**src/logic/ptp_defines.svh**
```systemverilog
// Peripheral addresses, field widths and reset values of the transfer port
`ifndef PTP_DEFINES_SVH
`define PTP_DEFINES_SVH
`define ADDR_CMP_LEVEL  7'h02
`define ADDR_SHIFT      7'h03
`define ADDR_PWM0       7'h05
`define ADDR_PWM1       7'h06
`define ADDR_PWM2       7'h07
`define ADDR_SEG0       7'h08
`define ADDR_SEG7       7'h0f
`define ADDR_PORTX      7'h0c
`define ADDR_CLKGEN     7'h20
`define ADDR_ADDRREG    7'h40
`define ADDR_SYNTH      7'h41
`define ADDR_KEYSRC     7'h42
`define ADDR_FREQCNT    7'h43
`define ADDR_TMOD       7'h46
`define ADDR_TCNT       7'h47
`define SEG_BLANK       8'hff
`define UNDEF_WORD      16'h0000
`define CMP_W           6
`define CLK_W           7
`define TMR_W           12
`define BYTE_W          8
`define PWM_CHANNELS    3
`define SEG_GROUPS      8
`endif

```
**src/logic/ptp_pkg.sv**
```systemverilog
// Types shared by the peripheral transfer port
package ptp_pkg;
  typedef logic [15:0] word_t;
  typedef struct packed {
    logic       store_to_peripheral;
    logic       load_from_peripheral;
    logic [6:0] addr;
    word_t      transfer_buffer;
  } request_s;
  typedef struct packed {
    logic [5:0]      cmp_level;
    logic [7:0]      shift_out;
    logic [2:0][7:0] pwm;
    logic [7:0][7:0] seg;
    logic [7:0]      portx;
    logic [6:0]      clkgen;
    word_t           addr_reg;
    word_t           synth;
    word_t           keysrc;
    logic [11:0]     tmod;
    word_t           rdata;
    logic            rvalid;
  } state_s;
endpackage

```
**src/logic/peripheral_transfer_port.sv**
```systemverilog
// Peripheral register port reached through the 16-bit transfer buffer
`include "ptp_defines.svh"
module peripheral_transfer_port (
  input  wire logic              clock,
  input  wire logic              rst,
  input  wire ptp_pkg::request_s req,
  input  wire logic [7:0]        shift_in,
  input  wire ptp_pkg::word_t    freq_count,
  input  wire logic [11:0]       timer_count,
  output ptp_pkg::word_t         load_data,
  output logic                   load_valid,
  output logic [5:0]             cmp_level,
  output logic [7:0]             shift_out,
  output logic [23:0]            pwm_duty,
  output logic [63:0]            segments,
  output logic [7:0]             port_x,
  output logic [6:0]             clkgen,
  output ptp_pkg::word_t         addr_reg,
  output ptp_pkg::word_t         synth_div,
  output ptp_pkg::word_t         key_source
);
  import ptp_pkg::*;

  state_s st;
  state_s next_st;
  logic [6:0]   seg_slot;
  logic [11:0]  tmod_q;
  logic         store_known;
  logic         load_known;
  logic [176:0] reg_view;

  // Segment group index relative to its first address
  assign seg_slot = req.addr - `ADDR_SEG0;

  // Views of the register state for the checks below
  assign tmod_q   = st.tmod;
  assign reg_view = {cmp_level, shift_out, pwm_duty, segments, port_x, clkgen, addr_reg,
                     synth_div, key_source, tmod_q};

  // Addresses with a register behind them, per direction
  assign store_known = req.addr inside {`ADDR_CMP_LEVEL, `ADDR_SHIFT, `ADDR_PWM0, `ADDR_PWM1,
                                        `ADDR_PWM2, [`ADDR_SEG0:`ADDR_SEG7], `ADDR_CLKGEN,
                                        `ADDR_ADDRREG, `ADDR_SYNTH, `ADDR_KEYSRC, `ADDR_TMOD};
  assign load_known  = req.addr inside {`ADDR_CMP_LEVEL, `ADDR_SHIFT, `ADDR_PWM0, `ADDR_PWM1,
                                        `ADDR_PWM2, `ADDR_CLKGEN, `ADDR_ADDRREG, `ADDR_SYNTH,
                                        `ADDR_KEYSRC, `ADDR_FREQCNT, `ADDR_TMOD, `ADDR_TCNT};

  // Store decode and load mux
  always_comb begin
    next_st = st;
    next_st.rvalid = 1'b0;
    if (req.store_to_peripheral) begin
      // Group 4 shares its address with the first port group; both take the byte
      case (req.addr)
        `ADDR_CMP_LEVEL: next_st.cmp_level = req.transfer_buffer[`CMP_W-1:0];
        `ADDR_SHIFT:     next_st.shift_out = req.transfer_buffer[`BYTE_W-1:0];
        `ADDR_PWM0, `ADDR_PWM1, `ADDR_PWM2:
          next_st.pwm[req.addr[1:0] - 2'h1] = req.transfer_buffer[`BYTE_W-1:0];
        `ADDR_CLKGEN:    next_st.clkgen = req.transfer_buffer[`CLK_W-1:0];
        `ADDR_ADDRREG:   next_st.addr_reg = req.transfer_buffer;
        `ADDR_SYNTH:     next_st.synth = req.transfer_buffer;
        `ADDR_KEYSRC:    next_st.keysrc = req.transfer_buffer;
        `ADDR_TMOD:      next_st.tmod = req.transfer_buffer[`TMR_W-1:0];
        default: ; // Read-only and unused addresses keep all state
      endcase
      if (req.addr >= `ADDR_SEG0 && req.addr <= `ADDR_SEG7)
        next_st.seg[seg_slot[2:0]] = req.transfer_buffer[`BYTE_W-1:0];
      if (req.addr == `ADDR_PORTX)
        next_st.portx = req.transfer_buffer[`BYTE_W-1:0];
    end else if (req.load_from_peripheral) begin
      next_st.rvalid = 1'b1;
      case (req.addr)
        `ADDR_CMP_LEVEL: next_st.rdata = {10'h000, st.cmp_level};
        `ADDR_SHIFT:     next_st.rdata = {8'h00, shift_in};
        `ADDR_PWM0, `ADDR_PWM1, `ADDR_PWM2:
          next_st.rdata = {8'h00, st.pwm[req.addr[1:0] - 2'h1]};
        `ADDR_CLKGEN:    next_st.rdata = {9'h000, st.clkgen};
        `ADDR_ADDRREG:   next_st.rdata = st.addr_reg;
        `ADDR_SYNTH:     next_st.rdata = st.synth;
        `ADDR_KEYSRC:    next_st.rdata = st.keysrc;
        `ADDR_FREQCNT:   next_st.rdata = freq_count;
        `ADDR_TMOD:      next_st.rdata = {4'h0, st.tmod};
        `ADDR_TCNT:      next_st.rdata = {4'h0, timer_count};
        default:         next_st.rdata = `UNDEF_WORD;
      endcase
    end
  end

  // State register
  always_ff @(posedge clock or posedge rst) begin
    if (rst) begin
      st <= '0;
      st.seg <= {8{`SEG_BLANK}};
    end else begin
      st <= next_st;
    end
  end

  // Outputs straight from state flip-flops
  assign load_data  = st.rdata;
  assign load_valid = st.rvalid;
  assign cmp_level  = st.cmp_level;
  assign shift_out  = st.shift_out;
  assign pwm_duty   = st.pwm;
  assign segments   = st.seg;
  assign port_x     = st.portx;
  assign clkgen     = st.clkgen;
  assign addr_reg   = st.addr_reg;
  assign synth_div  = st.synth;
  assign key_source = st.keysrc;

  a_store_addr: assert property (@(posedge clock) disable iff (rst)
    req.store_to_peripheral && req.addr == `ADDR_ADDRREG |=> addr_reg == $past(req.transfer_buffer))
    else $error("address register store lost");
  a_store_cmp: assert property (@(posedge clock) disable iff (rst)
    req.store_to_peripheral && req.addr == `ADDR_CMP_LEVEL
      |=> cmp_level == $past(req.transfer_buffer[5:0]))
    else $error("compare level store wrong");
  a_readonly_keep: assert property (@(posedge clock) disable iff (rst)
    req.store_to_peripheral && req.addr == `ADDR_FREQCNT |=> $stable(synth_div) && $stable(tmod_q))
    else $error("read-only store changed state");
  a_load_freq: assert property (@(posedge clock) disable iff (rst)
    !req.store_to_peripheral && req.load_from_peripheral && req.addr == `ADDR_FREQCNT
      |=> load_valid && load_data == $past(freq_count))
    else $error("frequency count load wrong");
  a_load_tcnt: assert property (@(posedge clock) disable iff (rst)
    !req.store_to_peripheral && req.load_from_peripheral && req.addr == `ADDR_TCNT
      |=> load_data == {4'h0, $past(timer_count)})
    else $error("timer count load wrong");
  a_store_key: assert property (@(posedge clock) disable iff (rst)
    req.store_to_peripheral && req.addr == `ADDR_KEYSRC |=> key_source == $past(req.transfer_buffer))
    else $error("key source store lost");
  a_load_shift: assert property (@(posedge clock) disable iff (rst)
    !req.store_to_peripheral && req.load_from_peripheral && req.addr == `ADDR_SHIFT
      |=> load_data[7:0] == $past(shift_in))
    else $error("shift load wrong");
  a_store_synth: assert property (@(posedge clock) disable iff (rst)
    req.store_to_peripheral && req.addr == `ADDR_SYNTH |=> synth_div == $past(req.transfer_buffer))
    else $error("synth store lost");

  // Store side: narrow registers keep only their low bits
  a_store_shift: assert property (@(posedge clock) disable iff (rst)
    req.store_to_peripheral && req.addr == `ADDR_SHIFT
      |=> shift_out == $past(req.transfer_buffer[`BYTE_W-1:0]))
    else $error("shift store lost");

  a_store_portx: assert property (@(posedge clock) disable iff (rst)
    req.store_to_peripheral && req.addr == `ADDR_PORTX
      |=> port_x == $past(req.transfer_buffer[`BYTE_W-1:0]))
    else $error("port group store lost");

  a_seg_port: assert property (@(posedge clock) disable iff (rst)
    req.store_to_peripheral && req.addr == `ADDR_PORTX
      |=> port_x == segments[(`ADDR_PORTX - `ADDR_SEG0)*`BYTE_W +: `BYTE_W])
    else $error("shared port and segment byte differ");

  a_store_clkgen: assert property (@(posedge clock) disable iff (rst)
    req.store_to_peripheral && req.addr == `ADDR_CLKGEN
      |=> clkgen == $past(req.transfer_buffer[`CLK_W-1:0]))
    else $error("clock generator store lost");

  a_store_tmod: assert property (@(posedge clock) disable iff (rst)
    req.store_to_peripheral && req.addr == `ADDR_TMOD
      |=> tmod_q == $past(req.transfer_buffer[`TMR_W-1:0]))
    else $error("timer modulo store lost");

  // Each register holds its value unless its own address is stored
  a_cmp_hold: assert property (@(posedge clock) disable iff (rst)
    !(req.store_to_peripheral && req.addr == `ADDR_CMP_LEVEL)
      |=> $stable(cmp_level))
    else $error("compare level changed without store");

  a_shift_hold: assert property (@(posedge clock) disable iff (rst)
    !(req.store_to_peripheral && req.addr == `ADDR_SHIFT)
      |=> $stable(shift_out))
    else $error("shift data changed without store");

  a_portx_hold: assert property (@(posedge clock) disable iff (rst)
    !(req.store_to_peripheral && req.addr == `ADDR_PORTX)
      |=> $stable(port_x))
    else $error("port group changed without store");

  a_clk_hold: assert property (@(posedge clock) disable iff (rst)
    !(req.store_to_peripheral && req.addr == `ADDR_CLKGEN)
      |=> $stable(clkgen))
    else $error("clock generator changed without store");

  a_addr_hold: assert property (@(posedge clock) disable iff (rst)
    !(req.store_to_peripheral && req.addr == `ADDR_ADDRREG)
      |=> $stable(addr_reg))
    else $error("address register changed without store");

  a_synth_hold: assert property (@(posedge clock) disable iff (rst)
    !(req.store_to_peripheral && req.addr == `ADDR_SYNTH)
      |=> $stable(synth_div))
    else $error("synth value changed without store");

  a_key_hold: assert property (@(posedge clock) disable iff (rst)
    !(req.store_to_peripheral && req.addr == `ADDR_KEYSRC)
      |=> $stable(key_source))
    else $error("key source changed without store");

  a_tmod_hold: assert property (@(posedge clock) disable iff (rst)
    !(req.store_to_peripheral && req.addr == `ADDR_TMOD)
      |=> $stable(tmod_q))
    else $error("timer modulo changed without store");

  // Stores to read-only or empty addresses leave every register alone
  a_store_unused: assert property (@(posedge clock) disable iff (rst)
    req.store_to_peripheral && !store_known
      |=> $stable(reg_view))
    else $error("store to unused address changed state");

  a_store_tcnt: assert property (@(posedge clock) disable iff (rst)
    req.store_to_peripheral && req.addr == `ADDR_TCNT
      |=> $stable(reg_view))
    else $error("store to timer count changed state");

  a_store_freq: assert property (@(posedge clock) disable iff (rst)
    req.store_to_peripheral && req.addr == `ADDR_FREQCNT
      |=> $stable(reg_view))
    else $error("store to frequency count changed state");

  // Load answer timing: one valid pulse per accepted load, store wins
  a_load_pulse: assert property (@(posedge clock) disable iff (rst)
    req.load_from_peripheral && !req.store_to_peripheral
      |=> load_valid)
    else $error("load not answered");

  a_store_wins: assert property (@(posedge clock) disable iff (rst)
    req.store_to_peripheral
      |=> !load_valid && $stable(load_data))
    else $error("store also answered as load");

  a_valid_idle: assert property (@(posedge clock) disable iff (rst)
    !req.load_from_peripheral
      |=> !load_valid)
    else $error("load valid without load");

  a_load_stands: assert property (@(posedge clock) disable iff (rst)
    !(req.load_from_peripheral && !req.store_to_peripheral)
      |=> $stable(load_data))
    else $error("load data changed without load");

  a_load_quiet: assert property (@(posedge clock) disable iff (rst)
    req.load_from_peripheral && !req.store_to_peripheral
      |=> $stable(reg_view))
    else $error("load disturbed a register");

  a_load_unused: assert property (@(posedge clock) disable iff (rst)
    req.load_from_peripheral && !req.store_to_peripheral && !load_known
      |=> load_data == `UNDEF_WORD)
    else $error("unused load not undefined word");

  // Load values: registers zero-extended into the buffer word
  a_load_cmp: assert property (@(posedge clock) disable iff (rst)
    !req.store_to_peripheral && req.load_from_peripheral && req.addr == `ADDR_CMP_LEVEL
      |=> load_data == {10'h000, $past(cmp_level)})
    else $error("compare level load wrong");

  a_load_clkgen: assert property (@(posedge clock) disable iff (rst)
    !req.store_to_peripheral && req.load_from_peripheral && req.addr == `ADDR_CLKGEN
      |=> load_data == {9'h000, $past(clkgen)})
    else $error("clock generator load wrong");

  a_load_addr: assert property (@(posedge clock) disable iff (rst)
    !req.store_to_peripheral && req.load_from_peripheral && req.addr == `ADDR_ADDRREG
      |=> load_data == $past(addr_reg))
    else $error("address register load wrong");

  a_load_synth: assert property (@(posedge clock) disable iff (rst)
    !req.store_to_peripheral && req.load_from_peripheral && req.addr == `ADDR_SYNTH
      |=> load_data == $past(synth_div))
    else $error("synth load wrong");

  a_load_key: assert property (@(posedge clock) disable iff (rst)
    !req.store_to_peripheral && req.load_from_peripheral && req.addr == `ADDR_KEYSRC
      |=> load_data == $past(key_source))
    else $error("key source load wrong");

  a_load_tmod: assert property (@(posedge clock) disable iff (rst)
    !req.store_to_peripheral && req.load_from_peripheral && req.addr == `ADDR_TMOD
      |=> load_data == {4'h0, $past(tmod_q)})
    else $error("timer modulo load wrong");

  // Per pulse-width channel: store, hold and load of its own byte
  for (genvar c = 0; c < `PWM_CHANNELS; c++) begin : pwm_check
    a_pwm_store: assert property (@(posedge clock) disable iff (rst)
      req.store_to_peripheral && req.addr == `ADDR_PWM0 + 7'(c)
        |=> pwm_duty[c*`BYTE_W +: `BYTE_W] == $past(req.transfer_buffer[`BYTE_W-1:0]))
      else $error("pulse-width store lost");

    a_pwm_hold: assert property (@(posedge clock) disable iff (rst)
      !(req.store_to_peripheral && req.addr == `ADDR_PWM0 + 7'(c))
        |=> $stable(pwm_duty[c*`BYTE_W +: `BYTE_W]))
      else $error("pulse-width changed without store");

    a_pwm_load: assert property (@(posedge clock) disable iff (rst)
      !req.store_to_peripheral && req.load_from_peripheral && req.addr == `ADDR_PWM0 + 7'(c)
        |=> load_data == {8'h00, $past(pwm_duty[c*`BYTE_W +: `BYTE_W])})
      else $error("pulse-width load wrong");
  end

  // Per segment group: store, hold and write-only load of its own byte
  for (genvar g = 0; g < `SEG_GROUPS; g++) begin : seg_check
    a_seg_store: assert property (@(posedge clock) disable iff (rst)
      req.store_to_peripheral && req.addr == `ADDR_SEG0 + 7'(g)
        |=> segments[g*`BYTE_W +: `BYTE_W] == $past(req.transfer_buffer[`BYTE_W-1:0]))
      else $error("segment group store lost");

    a_seg_hold: assert property (@(posedge clock) disable iff (rst)
      !(req.store_to_peripheral && req.addr == `ADDR_SEG0 + 7'(g))
        |=> $stable(segments[g*`BYTE_W +: `BYTE_W]))
      else $error("segment group changed without store");

    a_seg_load: assert property (@(posedge clock) disable iff (rst)
      !req.store_to_peripheral && req.load_from_peripheral && req.addr == `ADDR_SEG0 + 7'(g)
        |=> load_data == `UNDEF_WORD && $stable(segments))
      else $error("segment group load not undefined word");
  end
endmodule

```
**config.mk**
```make
export PLATFORM = sky130hd
export DESIGN_NAME = peripheral_transfer_port
export DESIGN_NICKNAME = d
export VERILOG_FILES = /design/src/logic/ptp_pkg.sv /design/src/logic/peripheral_transfer_port.sv
export VERILOG_INCLUDE_DIRS = /design/src /design/src/logic
export SDC_FILE = /design/constraint.sdc
export NUM_CORES = 1
export LEC_CHECK = 0
export BUFFER_PORTS_ARGS = -buffer_cell sky130_fd_sc_hd__buf_2
export CAP_MARGIN = 5
export CORE_ASPECT_RATIO = 1.75
export CORE_UTILIZATION = 52
export DETAILED_ROUTE_END_ITERATION = 16
export PLACE_DENSITY_LB_ADDON = 0.08
export RECOVER_POWER = 100
export SLEW_MARGIN = 40
export SYNTH_ARGS = -nofsm -noshare
export SYNTH_HDL_FRONTEND = slang
export SYNTH_SLANG_ARGS = --single-unit
```
**constraint.sdc**
```tcl
create_clock -name clock -period 8.9 [get_ports clock]
set_input_delay 1.78 -clock clock [delete_from_list [all_inputs] [get_ports clock]]
set_output_delay 1.78 -clock clock [all_outputs]
set_load 0.01 [all_outputs]
```
### Word-level counts from Yosys, hierarchy flattened

Cells that the tools add are included.

* add/sub/neg operators: 2
* order comparisons: 6
* eq/ne operators: 13
* multiplexer cells: 11
* bitwise operators: 1
* reduce and logical (&&, ||, !) cells: 15

Operators by type and width (count)
* 16-bit case mux with 10 select lines: 1
* 64-bit bitwise mux: 1
* 7-bit equality test, second input constant: 6
* 24-bit bitwise mux: 1
* 8-bit demux with 3-bit select: 1
* 8-bit 2-to-1 mux: 3
* 2-bit AND reduction: 11
* 7-bit by 3-bit equality test with 1-bit output, second input constant: 3
* 8-bit binary-select mux with 2-bit select: 1
* 8-bit demux with 2-bit select: 1
* 7-bit by 2-bit equality test with 1-bit output, second input constant: 2
* 7-bit by 4-bit equality test with 1-bit output, second input constant: 1
* 7-bit by 6-bit equality test with 1-bit output, second input constant: 1
* 7-bit by 4-bit greater-or-equal comparator with 1-bit output, second input constant: 1
* 7-bit by 4-bit <= comparator with 1-bit output, second input constant: 1
* 3-bit by 4-bit < comparator with 1-bit output, second input constant: 1
* 3-bit by 1-bit greater-or-equal comparator with 1-bit output, second input constant: 1
* 1-bit logical AND: 3
* 2-bit by 3-bit < comparator with 1-bit output, second input constant: 1
* 3-bit OR reduction: 1
* 3-bit by 1-bit subtractor with 3-bit output, second input constant: 1
* 2-bit by 1-bit greater-or-equal comparator with 1-bit output, second input constant: 1
* 1-bit 2-to-1 mux: 2
* 2-bit by 1-bit subtractor with 2-bit output, second input constant: 1
* 1-bit NOT: 1

* bits in registers: 194
* bits of input ports: 63
* output and inout bits: 182
* word-level logic and storage cells: 69

### Depth between registers and ports, before layout

* depth after elaboration: 6
* gate-level depth with buffers: 8
* mapped depth without buffers: 6

### Worst setup path after synthesis

Ideal clock, no wire load.

* path kind: input port to flip-flop
* start: input req[16] in the netlist's numbering
* end: register st, in the netlist key_source[0]
* setup time: 0.125 ns
* data arrival time: 3.654 ns
* data required time: 8.775 ns
* setup slack: 5.121 ns
* stages on the path: 8
* buffers on the path: 2
* cells stage by stage: clkinv_1 ha_1 buf_2 or4b_1 nor2_2 nand2_1 buf_2 mux2_2

* word-level cells in the longest chain between the ends: 2

RTL lines
* from (decl): line peripheral_transfer_port.sv:6 `input wire ptp_pkg::request_s req,`
* 7-bit equality test: line peripheral_transfer_port.sv:54 `case (req.addr)`
* 2-bit AND reduction (no line)
* to (signal assigned): line peripheral_transfer_port.sv:95 `st <= next_st;`
* to (decl): line peripheral_transfer_port.sv:24 `state_s st;`

Every way passes these cells.
A chain may end at the register's enable or synchronous reset.

### Worst setup path in the final report

* start: input req[22] in the netlist's numbering
* end: register st, in the netlist synth_div[1]

The elaborated chain is that of the path after synthesis.

==> results by group <==
Timing
  • Tmin final: 5.43 ns
  • PnR worst setup slack: 3.47 ns
  • Max-slew violations: 110
  • Slew HR: -2.24
  • Clock skew: 0.00586 ns
  • Maximum clock rate: 184 MHz
  • Worst slew pin tran: 4.83 ns
  • RSZ-0062 raised after global routing: false
  • Final period util: 0.610
  • Setup TNS: 0 ns
  • Final Setup Violations: 0
  • Count of final hold-check violations: 0

Clocking
  • Clk sinks: 194
  • TritonCTS clock tree: yes
  • H-tree depth: 4
  • # resized after CTS: 0
  • Num CTS Buffers: 17
  • CTS Hold Bufs: 0
  • Setup bufs post-CTS: 0
  • Max Root-Sink Buffers: 2
  • Clk Latency, worst-skew pair: 0.43 ns
  • Root Buffer: clkbuf_16
  • Clock transition at path regs: 0.07 ns

Synth
  • Synth Register Bits: 194
  • Synth async-reset ratio: 1.00
  • Synthesized area: 8640 um2
  • Syn. warnings: 0
  • Synth top area share: 0.377
  • Area leader, netlist: dfrtp_1
  • Count of cell types in the netlist: 53
  • Syn Inst Count: 632
  • Post-synth EDFFs: 0
  • Synth Area per Inst: 13.7 um2
  • Most frequent cell after synthesis: mux2_2
  • Top post-synthesis cells by area: dfrtp_1 38%, mux2_2 22%, dfstp_2 19%
  • Top cells by count, synth: 166 x mux2_2, 130 x dfrtp_1, 64 x dfstp_2, 32 x clkbuf_1, 22 x a22oi_1
  • Sequential area share after synthesis: 0.571
  • Ys flop type: dfrtp_1
  • Syn Nets: 699

Critical path
  • Crit path launch type: primary input
  • Crit end category: register
  • CP Class: primary input to register
  • Worst Path Required: 9.21 ns
  • Largest fanout on the critical path: 22
  • WP data arrival: 5.74 ns

Drt
  • Routed WL: 24,800 um
  • Initial drt markers: 285
  • Routed Antenna Nets: 0
  • Wire length per cell: 23.4 um
  • Drc violations: 0
  • DR pass1 iterations: 5
  • Drt via density: 5.97
  • Total vias in the final route: 6,315

Pwr
  • Cell internal pwr: 1450 uW
  • Logic pwr share: 0.127
  • P_leak: 0.00454 uW
  • Seq pwr share: 0.513
  • Switch Pwr: 537 uW
  • Max VDD drop: 0.000121 V
  • Post-layout power: 1990 uW
  • Clock power frac: 0.360
  • Sw Ratio: 0.270
  • PwrDens: 196 nW/um2

Finish
  • Core Util, Final: 0.625
  • Share of layout cells above drive strength 1: 0.380
  • # fillers: 1,419
  • Final net count: 920
  • P&R area growth vs syn: 17.9%
  • Antenna cells: 0
  • Max FFs per register: 64

Hold path
  • Worst hold path type: register to register

Outcome
  • Failing checks: capacitance limit, slew limit
  • Status: complete, but fails checks

Floorplanning
  • DIE AREA: 17,100 um2
  • Num rows: 62
  • Number of top-level pins: 245
  • Core ar.: 16,300 um2
  • Chip Width: 99.4 um
  • Initial Util: 0.530
  • Die Y: 172 um

Global route
  • Pin count of the biggest net entering global routing: 110
  • Vias in the first global route: 6,491
  • First-pass GRT wire length: 37,100 um
  • All-Layer GR Usage: 0.296
  • Initial antenna violation count: 0
  • GRT overflow: 0

Placement
  • Gpl congestion: 0.866
  • IO Port Bufs: 244
  • Detail Placement HPWL: 17,700 um
  • Pre-CTS setup slack: 4.33 ns

Job
  • Max Cap Viol: 1
## cells by family after synthesis
logic type / synth area share
multiplexers: 0.248
AO/OA/AOI/OAI: 0.0788
buffers and inverters: 0.0278
XOR/XNOR: 0.00101
adder cells (fa/ha/maj): 0.00580
AND/OR/NAND/NOR: 0.0672
flip-flops: 0.571
## power groups by stage
stage | logic (uW) | clock network [uW] | registers, uW
2_1_floorplan | 121 | 0 | 1050
3_3_place_gp | 272 | 0 | 1030
3_5_place_dp | 278 | 0 | 1030
4_1_cts | 279 | 734 | 1020
5_1_grt | 275 | 766 | 1030
6_report | 253 | 718 | 1020
## layer usage
layer / share of wire / wire length (um) / GRT usage
met1: 0.36 / 8840 / 0.301
met2: 0.55 / 13600 / 0.559
met3: 0.054 / 1350 / 0.0631
met4: 0.042 / 1030 / 0.155
met5: 0 / 0 / 0
## critical path, cell delays in order
cell	delay (ns)
clkbuf_1	0.69
or4b_1	0.69
nor3b_1	1.06
nand2_1	0.93
mux2_1	0.58
## worst paths after layout
| check | start | end | slack, ns | depth (start not counted) |
|---|---|---|---|---|
| max in group asynchronous | rst | key_source[9] | 3.76 | 3 |
| max reg2reg | key_source[2] | load_data[2] | 7.03 | 4 |
| min | load_data[15] | load_data[15] | 0.48 | 2 |
| max | req[22] | synth_div[1] | 3.47 | 5 |
| min reg2reg | load_data[15] | load_data[15] | 0.48 | 2 |
| min in group asynchronous | rst | addr_reg[12] | 2.83 | 2 |
## per-stage QoR
stage          area, um2  cells  hold slack [ns]
2_1_floorplan       8640    632            0.475
3_3_place_gp        9940   1024            0.456
3_5_place_dp        9960   1026            0.466
4_1_cts            10500   1058            0.482
5_1_grt            10200   1058            0.528
6_report           10200   1058            0.483
## area by class of cell
cell class	instances	area [um2]	share of cell area
clock buffer	22	475	0.0467
tap	192	240	0.0236
sequential	194	4930	0.485
clock inverter	10	75.1	0.00738
timing repair buffer	250	1030	0.102
multi-input combinational	378	3370	0.331
inverter	12	46.3	0.00455
## cell usage in the layout, fill, tap and decap left out, types with 9 or more instances in the layout
cell / count
dfrtp_1: 130
clkbuf_1: 188
nor3_1: 10
a22oi_1: 22
mux2i_1: 11
buf_2: 62
nand2_1: 17
clkbuf_16: 18
inv_1: 9
dfstp_2: 61
nor2_1: 20
a31oi_1: 13
mux2_1: 11
o2bb2ai_1: 9
mux2_2: 166
Note: power is estimated with default switching activity, not from simulation.
